[config.mk]
export PLATFORM = sky130hd
export DESIGN_NAME = crma_engine
export DESIGN_NICKNAME = d
export VERILOG_FILES = /design/src/crma_pkg.sv /design/src/crma_buf.sv /design/src/crma_engine.sv
export SDC_FILE = /design/constraint.sdc
export NUM_CORES = 1
export LEC_CHECK = 0
export ABC_AREA = 1
export BUFFER_PORTS_ARGS = -buffer_cell sky130_fd_sc_hd__buf_2
export CAP_MARGIN = 30
export CORE_MARGIN = 2
export CORE_UTILIZATION = 55
export DETAILED_ROUTE_END_ITERATION = 8
export PLACE_DENSITY_LB_ADDON = 0.12
export SYNTH_ARGS = -nofsm -noshare
export SYNTH_HDL_FRONTEND = slang
export SYNTH_HIERARCHICAL = 1
export SYNTH_SLANG_ARGS = --single-unit
[constraint.sdc]
create_clock -name ref_clk -period 4 [get_ports ref_clk]
set_input_delay 0.4 -clock ref_clk [delete_from_list [all_inputs] [get_ports ref_clk]]
set_output_delay 0.4 -clock ref_clk [all_outputs]
set_load 0.005 [all_outputs]
[src/crma_pkg.sv]
package crma_pkg;

  // ---------------------------------------------------------------
  // Tokens and framing
  // ---------------------------------------------------------------
  localparam logic [7:0] CT_END       = 8'h01;
  localparam logic [7:0] CT_ACK       = 8'h03;
  localparam logic [7:0] CT_NACK      = 8'h04;
  localparam logic [7:0] CT_PER_WR    = 8'h24;
  localparam logic [7:0] CT_PER_RD    = 8'h25;
  localparam logic [7:0] CT_CFG_WR    = 8'hc0;
  localparam logic [7:0] CT_CFG_RD    = 8'hc1;
  localparam int         PS_SHIFT     = 8;
  localparam logic [7:0] PS_RES_TYPE  = 8'h0c;
  localparam logic [15:0] TILE_DEST_LO = 16'hc20c;
  localparam logic [15:0] NODE_DEST_LO = 16'hc30c;
  localparam logic [7:0]  PER_DEST_LO  = 8'h02;
  localparam int          NUM_BANKS    = 10;
  localparam logic [2:0]  CNT_REPLY    = 3'h2;
  localparam logic [2:0]  CNT_REG16    = 3'h1;
  localparam logic [2:0]  CNT_DATA32   = 3'h3;

  // ---------------------------------------------------------------
  // Carriers
  // ---------------------------------------------------------------
  typedef struct packed {
    logic       ctrl;
    logic [7:0] data;
  } crma_tok_t;

  typedef struct packed {
    logic [23:0] dest;
    crma_tok_t   tok;
  } crma_otok_t;

  typedef enum logic [1:0] {CLS_NONE, CLS_TILE, CLS_NODE, CLS_PER} crma_cls_t;

  typedef struct packed {
    logic        req;
    logic        wr;
    crma_cls_t   cls;
    logic [7:0]  periph;
    logic [15:0] regnum;
    logic [31:0] wdata;
  } crma_acc_t;

endpackage : crma_pkg

[src/crma_buf.sv]
`timescale 1ns/1ps
// Two-entry skid buffer for outgoing tokens
module crma_buf #(
  parameter int W = 34
) (
  input  wire logic         ref_clk,
  input  wire logic         reset,
  input  wire logic         in_valid,
  output logic              in_ready,
  input  wire logic [W-1:0] in_data,
  output logic              out_valid,
  input  wire logic         out_ready,
  output logic [W-1:0]      out_data
);
  typedef struct packed {
    logic [1:0][W-1:0] mem;
    logic              rd;
    logic              wr;
    logic [1:0]        cnt;
  } crma_buf_st_t;

  crma_buf_st_t st;
  crma_buf_st_t next_st;
  logic         push;
  logic         pop;

  // ---------------------------------------------------------------
  // Next state
  // ---------------------------------------------------------------
  always_comb
  begin
    next_st = st;
    push    = in_valid && (st.cnt != 2'd2);
    pop     = out_ready && (st.cnt != 2'd0);
    if (push)
    begin
      next_st.mem[st.wr] = in_data;
      next_st.wr         = ~st.wr;
    end
    if (pop)
      next_st.rd = ~st.rd;
    next_st.cnt = st.cnt + 2'(push) - 2'(pop);
  end

  always_ff @(posedge ref_clk)
  begin
    if (reset)
      st <= '0;
    else
      st <= next_st;
  end

  // Full and empty read straight from the count
  assign in_ready  = (st.cnt != 2'd2);
  assign out_valid = (st.cnt != 2'd0);
  assign out_data  = st.mem[st.rd];
endmodule : crma_buf

[src/crma_engine.sv]
`timescale 1ns/1ps
module crma_engine
  import crma_pkg::*;
#(
  parameter int MAX_PBYTES = 4
) (
  input  wire logic                ref_clk,
  input  wire logic                reset,
  input  wire logic [15:0]         own_id,
  input  wire logic                rx_valid,
  output logic                     rx_ready,
  input  wire crma_pkg::crma_tok_t rx_tok,
  input  wire logic [31:0]         rx_dest,
  output logic                     acc_req,
  output crma_pkg::crma_acc_t      acc,
  input  wire logic                acc_done,
  input  wire logic                acc_ok,
  input  wire logic [31:0]         acc_rdata,
  output logic                     tx_valid,
  input  wire logic                tx_ready,
  output crma_pkg::crma_otok_t     tx_out
);
  import crma_pkg::*;

  typedef enum logic [2:0] {S_HDR, S_FIELD, S_ACCESS, S_WAIT, S_REPLY, S_DRAIN} crma_state_t;

  typedef struct packed {
    crma_state_t state;
    logic        rx_ready;
    logic [7:0]  op;
    crma_acc_t   acc;
    logic [23:0] reply;
    logic [2:0]  fld;
    logic [2:0]  cnt;
    logic [7:0]  size;
    logic        bad;
    logic [31:0] rdata;
    logic        ok;
    logic [3:0]  rstep;
    logic [7:0]  rlen;
    logic        t_valid;
    crma_otok_t  t_tok;
  } crma_st_t;

  crma_st_t   st;
  crma_st_t   next_st;
  logic       b_in_ready;
  logic       b_valid;
  crma_otok_t b_data;
  logic       rx_fire;
  crma_cls_t  cls;

  // ---------------------------------------------------------------
  // Destination decode
  // ---------------------------------------------------------------
  always_comb
  begin
    cls = CLS_NONE;
    if (rx_dest[31:16] == own_id && rx_dest[15:0] == TILE_DEST_LO)
      cls = CLS_TILE;
    else if (rx_dest[31:16] == own_id && rx_dest[15:0] == NODE_DEST_LO)
      cls = CLS_NODE;
    else if (rx_dest[31:16] == own_id && rx_dest[7:0] == PER_DEST_LO)
      cls = CLS_PER;
  end

  // ---------------------------------------------------------------
  // Message parse, access and reply
  // ---------------------------------------------------------------
  always_comb
  begin
    next_st         = st;
    rx_fire         = rx_valid && st.rx_ready;
    next_st.acc.req = 1'b0;
    if (b_in_ready)
      next_st.t_valid = 1'b0;
    unique case (st.state)
      S_HDR:
      begin
        if (rx_fire)
        begin
          next_st.op        = rx_tok.data;
          next_st.acc.cls   = cls;
          next_st.acc.periph = rx_dest[15:8];
          next_st.acc.wdata = '0;
          next_st.fld       = 3'd0;
          next_st.cnt       = CNT_REPLY;
          next_st.bad       = 1'b0;
          next_st.size      = '0;
          if (rx_tok.ctrl && rx_tok.data == CT_END)
            next_st.state = S_HDR;                        // Stray closer, skip
          else if (!rx_tok.ctrl)
            next_st.bad = 1'b1;
          else if (cls == CLS_PER)
            next_st.bad = !(rx_tok.data == CT_PER_WR || rx_tok.data == CT_PER_RD);
          else
            next_st.bad = (cls == CLS_NONE)
                       || !(rx_tok.data == CT_CFG_WR || rx_tok.data == CT_CFG_RD);
          if (!(rx_tok.ctrl && rx_tok.data == CT_END))
            next_st.state = S_FIELD;
        end
      end
      // Fields: 0 reply, 1 register, 2 size, 3 data, 4 closer
      S_FIELD:
      begin
        if (rx_fire)
        begin
          if (rx_tok.ctrl)
          begin
            // Closer must land exactly after the last field
            if (rx_tok.data != CT_END || st.fld != 3'd4)
              next_st.bad = 1'b1;
            next_st.rx_ready = 1'b0;
            next_st.state    = S_ACCESS;
          end
          else
          begin
            unique case (st.fld)
              3'd0: next_st.reply = {st.reply[15:0], rx_tok.data};
              3'd1: next_st.acc.regnum = {st.acc.regnum[7:0], rx_tok.data};
              3'd2: next_st.size = rx_tok.data;
              3'd3: next_st.acc.wdata = {st.acc.wdata[23:0], rx_tok.data};
              default: next_st.bad = 1'b1;                // Extra data token
            endcase
            if (st.fld == 3'd1 && st.cnt == 3'd0 && st.acc.cls == CLS_PER)
              next_st.acc.regnum = {8'h00, rx_tok.data};
            if (st.cnt != 3'd0)
              next_st.cnt = st.cnt - 3'd1;
            else
            begin
              // Advance to the next field of this message type
              unique case (st.fld)
                3'd0:
                begin
                  next_st.fld = 3'd1;
                  next_st.cnt = (st.acc.cls == CLS_PER) ? 3'd0 : CNT_REG16;
                end
                3'd1:
                begin
                  if (st.acc.cls == CLS_PER)
                    next_st.fld = 3'd2;
                  else if (st.op == CT_CFG_WR)
                  begin
                    next_st.fld = 3'd3;
                    next_st.cnt = CNT_DATA32;
                  end
                  else
                    next_st.fld = 3'd4;
                end
                3'd2:
                begin
                  if (rx_tok.data == 8'h00 || rx_tok.data > 8'(MAX_PBYTES))
                    next_st.bad = 1'b1;
                  if (st.op == CT_PER_WR && rx_tok.data != 8'h00)
                  begin
                    next_st.fld = 3'd3;
                    next_st.cnt = 3'(rx_tok.data - 8'h01);
                  end
                  else
                    next_st.fld = 3'd4;
                end
                default: next_st.fld = 3'd4;
              endcase
            end
          end
        end
      end
      S_ACCESS:
      begin
        next_st.acc.wr = (st.op == CT_CFG_WR) || (st.op == CT_PER_WR);
        next_st.ok     = 1'b0;
        if (st.bad)
          next_st.state = S_REPLY;
        else
        begin
          next_st.acc.req = 1'b1;
          next_st.state   = S_WAIT;
        end
      end
      S_WAIT:
      begin
        if (acc_done)
        begin
          next_st.ok    = acc_ok;
          next_st.rdata = acc_rdata;
          next_st.state = S_REPLY;
        end
      end
      S_REPLY:
      begin
        // Reply: ack/nack, optional data bytes msb first, closer
        next_st.rlen = (st.ok && !st.acc.wr) ? ((st.acc.cls == CLS_PER) ? st.size : 8'd4) : 8'd0;
        if (b_in_ready)
        begin
          next_st.t_valid    = 1'b1;
          next_st.t_tok.dest = st.reply;
          if (st.rstep == 4'd0)
            next_st.t_tok.tok = '{ctrl: 1'b1, data: st.ok ? CT_ACK : CT_NACK};
          else if (8'(st.rstep) <= next_st.rlen)
            next_st.t_tok.tok = '{ctrl: 1'b0,
                                  data: 8'(st.rdata >> (8 * (32'(next_st.rlen) - 32'(st.rstep))))};
          else
            next_st.t_tok.tok = '{ctrl: 1'b1, data: CT_END};
          if (8'(st.rstep) > next_st.rlen)
          begin
            next_st.rstep = 4'd0;
            next_st.state = S_DRAIN;
          end
          else
            next_st.rstep = st.rstep + 4'd1;
        end
      end
      S_DRAIN:
      begin
        next_st.rx_ready = 1'b1;
        next_st.state    = S_HDR;
      end
    endcase
  end

  always_ff @(posedge ref_clk)
  begin
    if (reset)
    begin
      st          <= '0;
      st.state    <= S_HDR;
      st.rx_ready <= 1'b1;
    end
    else
      st <= next_st;
  end

  // Registered output stage, read by the buffer's pop below
  logic       tx_valid_q;
  crma_otok_t tx_q;

  // ---------------------------------------------------------------
  // Output buffer; a stalled receiver holds the reply, not drops it
  // ---------------------------------------------------------------
  crma_buf #(
    .W ($bits(crma_otok_t))
  ) u_buf (
    .ref_clk   (ref_clk),
    .reset     (reset),
    .in_valid  (st.t_valid),
    .in_ready  (b_in_ready),
    .in_data   (st.t_tok),
    .out_valid (b_valid),
    .out_ready (!tx_valid_q),
    .out_data  (b_data)
  );

  // Pop only into an empty stage, so a stalled word is never shown twice
  always_ff @(posedge ref_clk)
  begin
    if (reset)
    begin
      tx_valid_q <= 1'b0;
      tx_q       <= '0;
    end
    else if (!tx_valid_q || tx_ready)
    begin
      tx_valid_q <= b_valid && !tx_valid_q;
      tx_q       <= b_data;
    end
  end

  assign rx_ready = st.rx_ready;
  assign acc_req  = st.acc.req;
  assign acc      = st.acc;
  assign tx_valid = tx_valid_q;
  assign tx_out   = tx_q;
endmodule : crma_engine

# ---- Word-level counts from Yosys, hierarchy flattened
# Cells that the tools add are included.
dict set report totals {
  ff_bits 286
  inputBits 95
  word_cells 198
}
dict set report op_classes {
  n_addsub 6
  order_cmp 6
  eq_ne 39
  n_shift 1
  mux 61
  bitwise_logic 4
  n_reduce_logical 51
}
# operator count
set op_table {}
lappend op_table {{two-way mux 33 bit} 3}
lappend op_table {{two-way mux 71 bit} 1}
lappend op_table {{two-way mux 70 bit} 1}
lappend op_table {{two-way mux 34 bit} 2}
lappend op_table {{bitwise mux 66 bit} 1}
lappend op_table {{two-way mux 32 bit} 2}
lappend op_table {{case mux 32 bit (2 select lines)} 1}
lappend op_table {{two-way mux 3 bit} 14}
lappend op_table {{demux 33 bit (select 1 bit)} 1}
lappend op_table {{equality test 16 bit (second input constant)} 2}
lappend op_table {{two-way mux 16 bit} 2}
lappend op_table {{right shift 32 x 32 -> 8 bit} 1}
lappend op_table {{case mux 15 bit (2 select lines)} 1}
lappend op_table {{equality test 8 x 6 -> 1 bit (second input constant)} 3}
lappend op_table {{equality test 8 bit (second input constant)} 3}
lappend op_table {{two-way mux 24 bit} 1}
lappend op_table {{two-way mux 8 bit} 3}
lappend op_table {{two-way mux 9 bit} 2}
lappend op_table {{inequality test 2 bit (second input constant)} 9}
lappend op_table {{case mux 3 bit (3 select lines)} 2}
lappend op_table {{case mux 3 bit (6 select lines)} 1}
lappend op_table {{equality test 16 bit} 1}
lappend op_table {{two-way mux 15 bit} 1}
lappend op_table {{AND reduction 5 bit} 3}
lappend op_table {{other kinds (43)} 107}

# ---- Depth between registers and ports, before layout
dict set report logic_depth {
  word_depth 12
  depth_mapped 17
  ltp_nobuf 17
}

# ---- Hierarchy
# Netlist, hierarchy kept.
# mod instances cells_per_inst area_per_inst_um2 seq_area_each_um2
set by_module_without_submodules {}
lappend by_module_without_submodules {crma_engine 1 1390 9903.2 4324.1}
lappend by_module_without_submodules {crma_buf 1 634 3849.9 1401.3}

# ---- Worst setup path before layout
# Ideal clock, no wire load.
dict set report synth_timing {
  path_kind {reg-to-reg}
  from {reg st[46] in the netlist's numbering}
  to {reg st[187] in the netlist's numbering}
  setup_ns 0.070
  arrival_ns 2.100
  required_time_ns 3.930
  slack_ns 1.830
  stages_incl_launch_ff 14
  path_buffers 0
  cell_sequence {dfxtp_1 inv_1 nor2_4 inv_1 nor3_1 ha_1 nand2_1 o21ai_0 a21oi_1 nand2_1 o21ai_0 nor2b_2 nand2_1 a21oi_1}
}
dict set report synth_via {
  elab_chain_cells 5
}
# item line_no
set synth_lines {}
lappend synth_lines {{start: declaration} crma_engine.sv:45} ;# crma_st_t st;
lappend synth_lines {{start signal: assignment} crma_engine.sv:230} ;# st <= next_st;
lappend synth_lines {{logical AND 1 bit} crma_engine.sv:192} ;# next_st.rlen = (st.ok && !st.acc.wr) ? ((st.acc.cls == CLS_PER) ? st.size : 8'd4) : 8'd0;
lappend synth_lines {{two-way mux 8 bit} crma_engine.sv:192}
lappend synth_lines {{greater-than comparator 4 x 8 -> 1 bit} crma_engine.sv:204} ;# if (8'(st.rstep) > next_st.rlen)
lappend synth_lines {{inequality test 2 bit (no source line)} n/a}
lappend synth_lines {{AND reduction 6 bit (no source line)} n/a}
# Every way passes these cells.
# A chain may end at the register's enable or synchronous reset.

# ---- Worst setup path in the final report
dict set report layout_timing {
  from {reg st[187] in the netlist's numbering}
  to {reg st[98] in the netlist's numbering}
}
dict set report layout_via {
  elab_chain_cells 2
}
# item line_no
set layout_lines {}
lappend layout_lines {{equality test 3 x 1 -> 1 bit} crma_engine.sv:77} ;# unique case (st.state)
lappend layout_lines {{AND reduction 4 bit (no source line)} n/a}
# Every way passes these cells.

==> impl_results.md <==
- Overall overflow remaining after global route: 0
- Maximum VDD drop: 0.348 mV
- Final Instance Area: 15400 µm²
- Asr flop ratio synth: 0
- Final Critical Period: 2.93 ns
- RSZ-0062 raised after global routing: no
- Worst-Margin Slew: 0.877 ns
- Final Wtd Congestion: 0.900
- Max Slew Vio Count: 0
- Maximum buffer depth of the clock tree: 3
- Site Rows: 57
- Cell at the slowest stage of the critical path: nand3_2
- Final setup violation count: 0
- Seq cells post-synth: 286
- Total CTS buffers: 30
- CP Launch Type: flip-flop
- Aggregate global-route resource usage: 0.243
- Final hold vios: 0
- Die X: 162 µm
- Largest net degree at the start of global routing: 80
- Core area: 24500 µm²
- CTS Hold Buffers Added: 0
- Yosys top cell area share: 0.416
- Clk_lat worst skew: 0.55 ns
- Placed Area: 14300 µm²
- Fin Hold WS: 0.114 ns
- CP endpoint kind: flip-flop
- Drt drc: 0
- Synth area leader: dfxtp_1
- H-tree levels: 1
- Mapped Cells: 2024
- Iter 0 DRT Violations: 758
- CP most frequent cell: inv_2
- Sequential-to-total area share from yosys stat: 0.416
- Vias in the first global route: 11300
- Starting Density: 0.562
- Antenna viol nets, final: 0
- Initial antenna violation count: 1
- Status: finished clean
- Hold Crit Depth: 3
- Die ar.: 26300 µm²
- DRT Pass-1 Iters: 5
- Crit path from: st[187]
- DP HPWL: 22100 µm
- Hold Path End: acc[53]
- Synthesis Warnings: 6
- Synth Area per Inst: 6.80 µm²
- Hold path start: rx_dest[13]
- EDFF count, synth: 0
- Crit-path cells: inv_2 -> nor3_4 -> inv_2 -> nor2_4 -> nand2_2 -> clkinv_2 -> nand3_2 -> o21ai_0 -> a21oi_1
- WP data arrival: 3.33 ns
- R2R Path End: st[98]
- Primary FF master, synth: dfxtp_1
- Synth cell types: 41
- Family with the most delay on the worst path: simple AND/OR/NAND/NOR gates
- Antenna cells: 0
- Ranking of synthesized cells by area: dfxtp_1, nand2_1, inv_1, nor2_1, o21ai_0
- Syn-to-layout area delta: 11.7%
- Mapped Nets: 2132
- I/O Buffers: 190
- DRT Wirelength: 32200 µm
- Reg2reg start: st[187]
- Crit Path Class: reg -> reg
- Pleak: 0.00701 µW
- Worst R2R Setup Slack: 1.07 ns
- Via density: 5.06
- CTS Sinks: 286
- Fin util: 0.628
- Tcrit/Tclk final: 0.732
- Setup TNS: 0 ns
- Max Clock Skew: 0.0156 ns
- WL/cell: 13.2 µm
- PostCTS Resize Cnt: 0
- DR vias: 12300
- Pwr/cell area: 480 nW/µm²
- Max frequency: 0.342 GHz
- Slew HR: 0.415
- First-pass GRT wire length: 53900 µm
- Layout cells sized above 1: 0.134
- Root Buffer: clkbuf_16
- Cell Area, Synth: 13800 µm²
- NumNets Final: 2198
- Worst stage delay on the critical path: 0.67 ns
- Max cap viols: 0
- # IOs: 191
- # Post-CTS Setup Buffers: 0
- Worst Path Buf+Inv: 3
- Hold crit path type: in -> reg
- CTS tree: yes
- Die Height: 162 µm
- Clk slew on worst S/H paths: 0.06 ns
- Critical-path maximum fanout: 48
- Reg2reg path depth: 9
- Worst EP required: 4.40 ns
placed cells by master, fill, tap and decap left out, types with 12 or more instances in the layout:
| cell | n |
|---|---|
| a21oi_1 | 177 |
| buf_2 | 190 |
| clkbuf_16 | 31 |
| dfxtp_1 | 285 |
| ha_1 | 12 |
| inv_1 | 313 |
| nand2_1 | 358 |
| nand3_1 | 84 |
| nand4_1 | 81 |
| nor2_1 | 272 |
| o21ai_0 | 198 |
layer usage:
metal  vias up  global-route usage  part of all wire
met5         -                   0           0.00040
met4         2              0.0628             0.022
met3        54              0.0296             0.041
met2       267               0.407              0.46
met1      5562               0.333              0.48
li1       6460                   -                 -
power by group:
| group | leakage [µW] | switching [µW] | internal (µW) |
|---|---|---|---|
| combinational | 0.00416 | 835 | 397 |
| clock | 0.000536 | 1150 | 1810 |
| sequential | 0.00232 | 138 | 3050 |
cells by family after synthesis:
kind of cell	count (synthesis)	share of synthesized area
xor+xnor	15	0.00955
flops	286	0.416
fa+ha+maj	13	0.0124
buf+inv	493	0.160
simple gates	825	0.255
compound gates	392	0.146
tightest hold or removal path, cell delays in order:
cell,delay [ns]
buf_2,0.09
nor2_1,0.05
nor2_1,0.08
flip-flops by register name, indices dropped and copies added (netlist names), named ones only:
register / cells
u_buf/st: 70
acc_req: 1
rx_ready: 1
tx_out: 33
st: 120
tx_valid: 1
acc: 59
cell type report:
type / count / area (µm²)
clock buffer: 44 / 935
clock inverter: 12 / 150
fill: 2346 / 9100
inverter: 323 / 1220
multi-input combinational: 1245 / 5830
sequential: 286 / 5730
tap: 324 / 405
timing repair buffer: 204 / 1100
worst max path at each step:
stage / to / depth (start not counted)
after floorplan: st[187] / 13
after global placement: st[110] / 9
after detailed placement: st[94] / 9
after CTS: st[98] / 9
after global routing: st[116] / 9
final: st[98] / 9
Yosys cell counts (all sizes together) (4+ instances only):
master  instances
a21oi         177
buf           102
clkbuf         68
clkinv          4
dfxtp         286
ha             12
inv           319
nand2         360
nand3          87
nand4          81
nor2          277
nor3           12
o211ai          6
o21ai         199
xnor2           8
xor2            7
stage by stage:
stage | setup slack, ns | std cells | total power [µW]
floorplan | 1.83 | 2024 | 4190
global placement | 1.23 | 2380 | 4430
detailed placement | 1.08 | 2381 | 4460
CTS | 1.03 | 2437 | 7420
global route | 0.705 | 2438 | 7760
finish | 1.07 | 2438 | 7380
No activity file was read; power rests on OpenSTA's default activity.
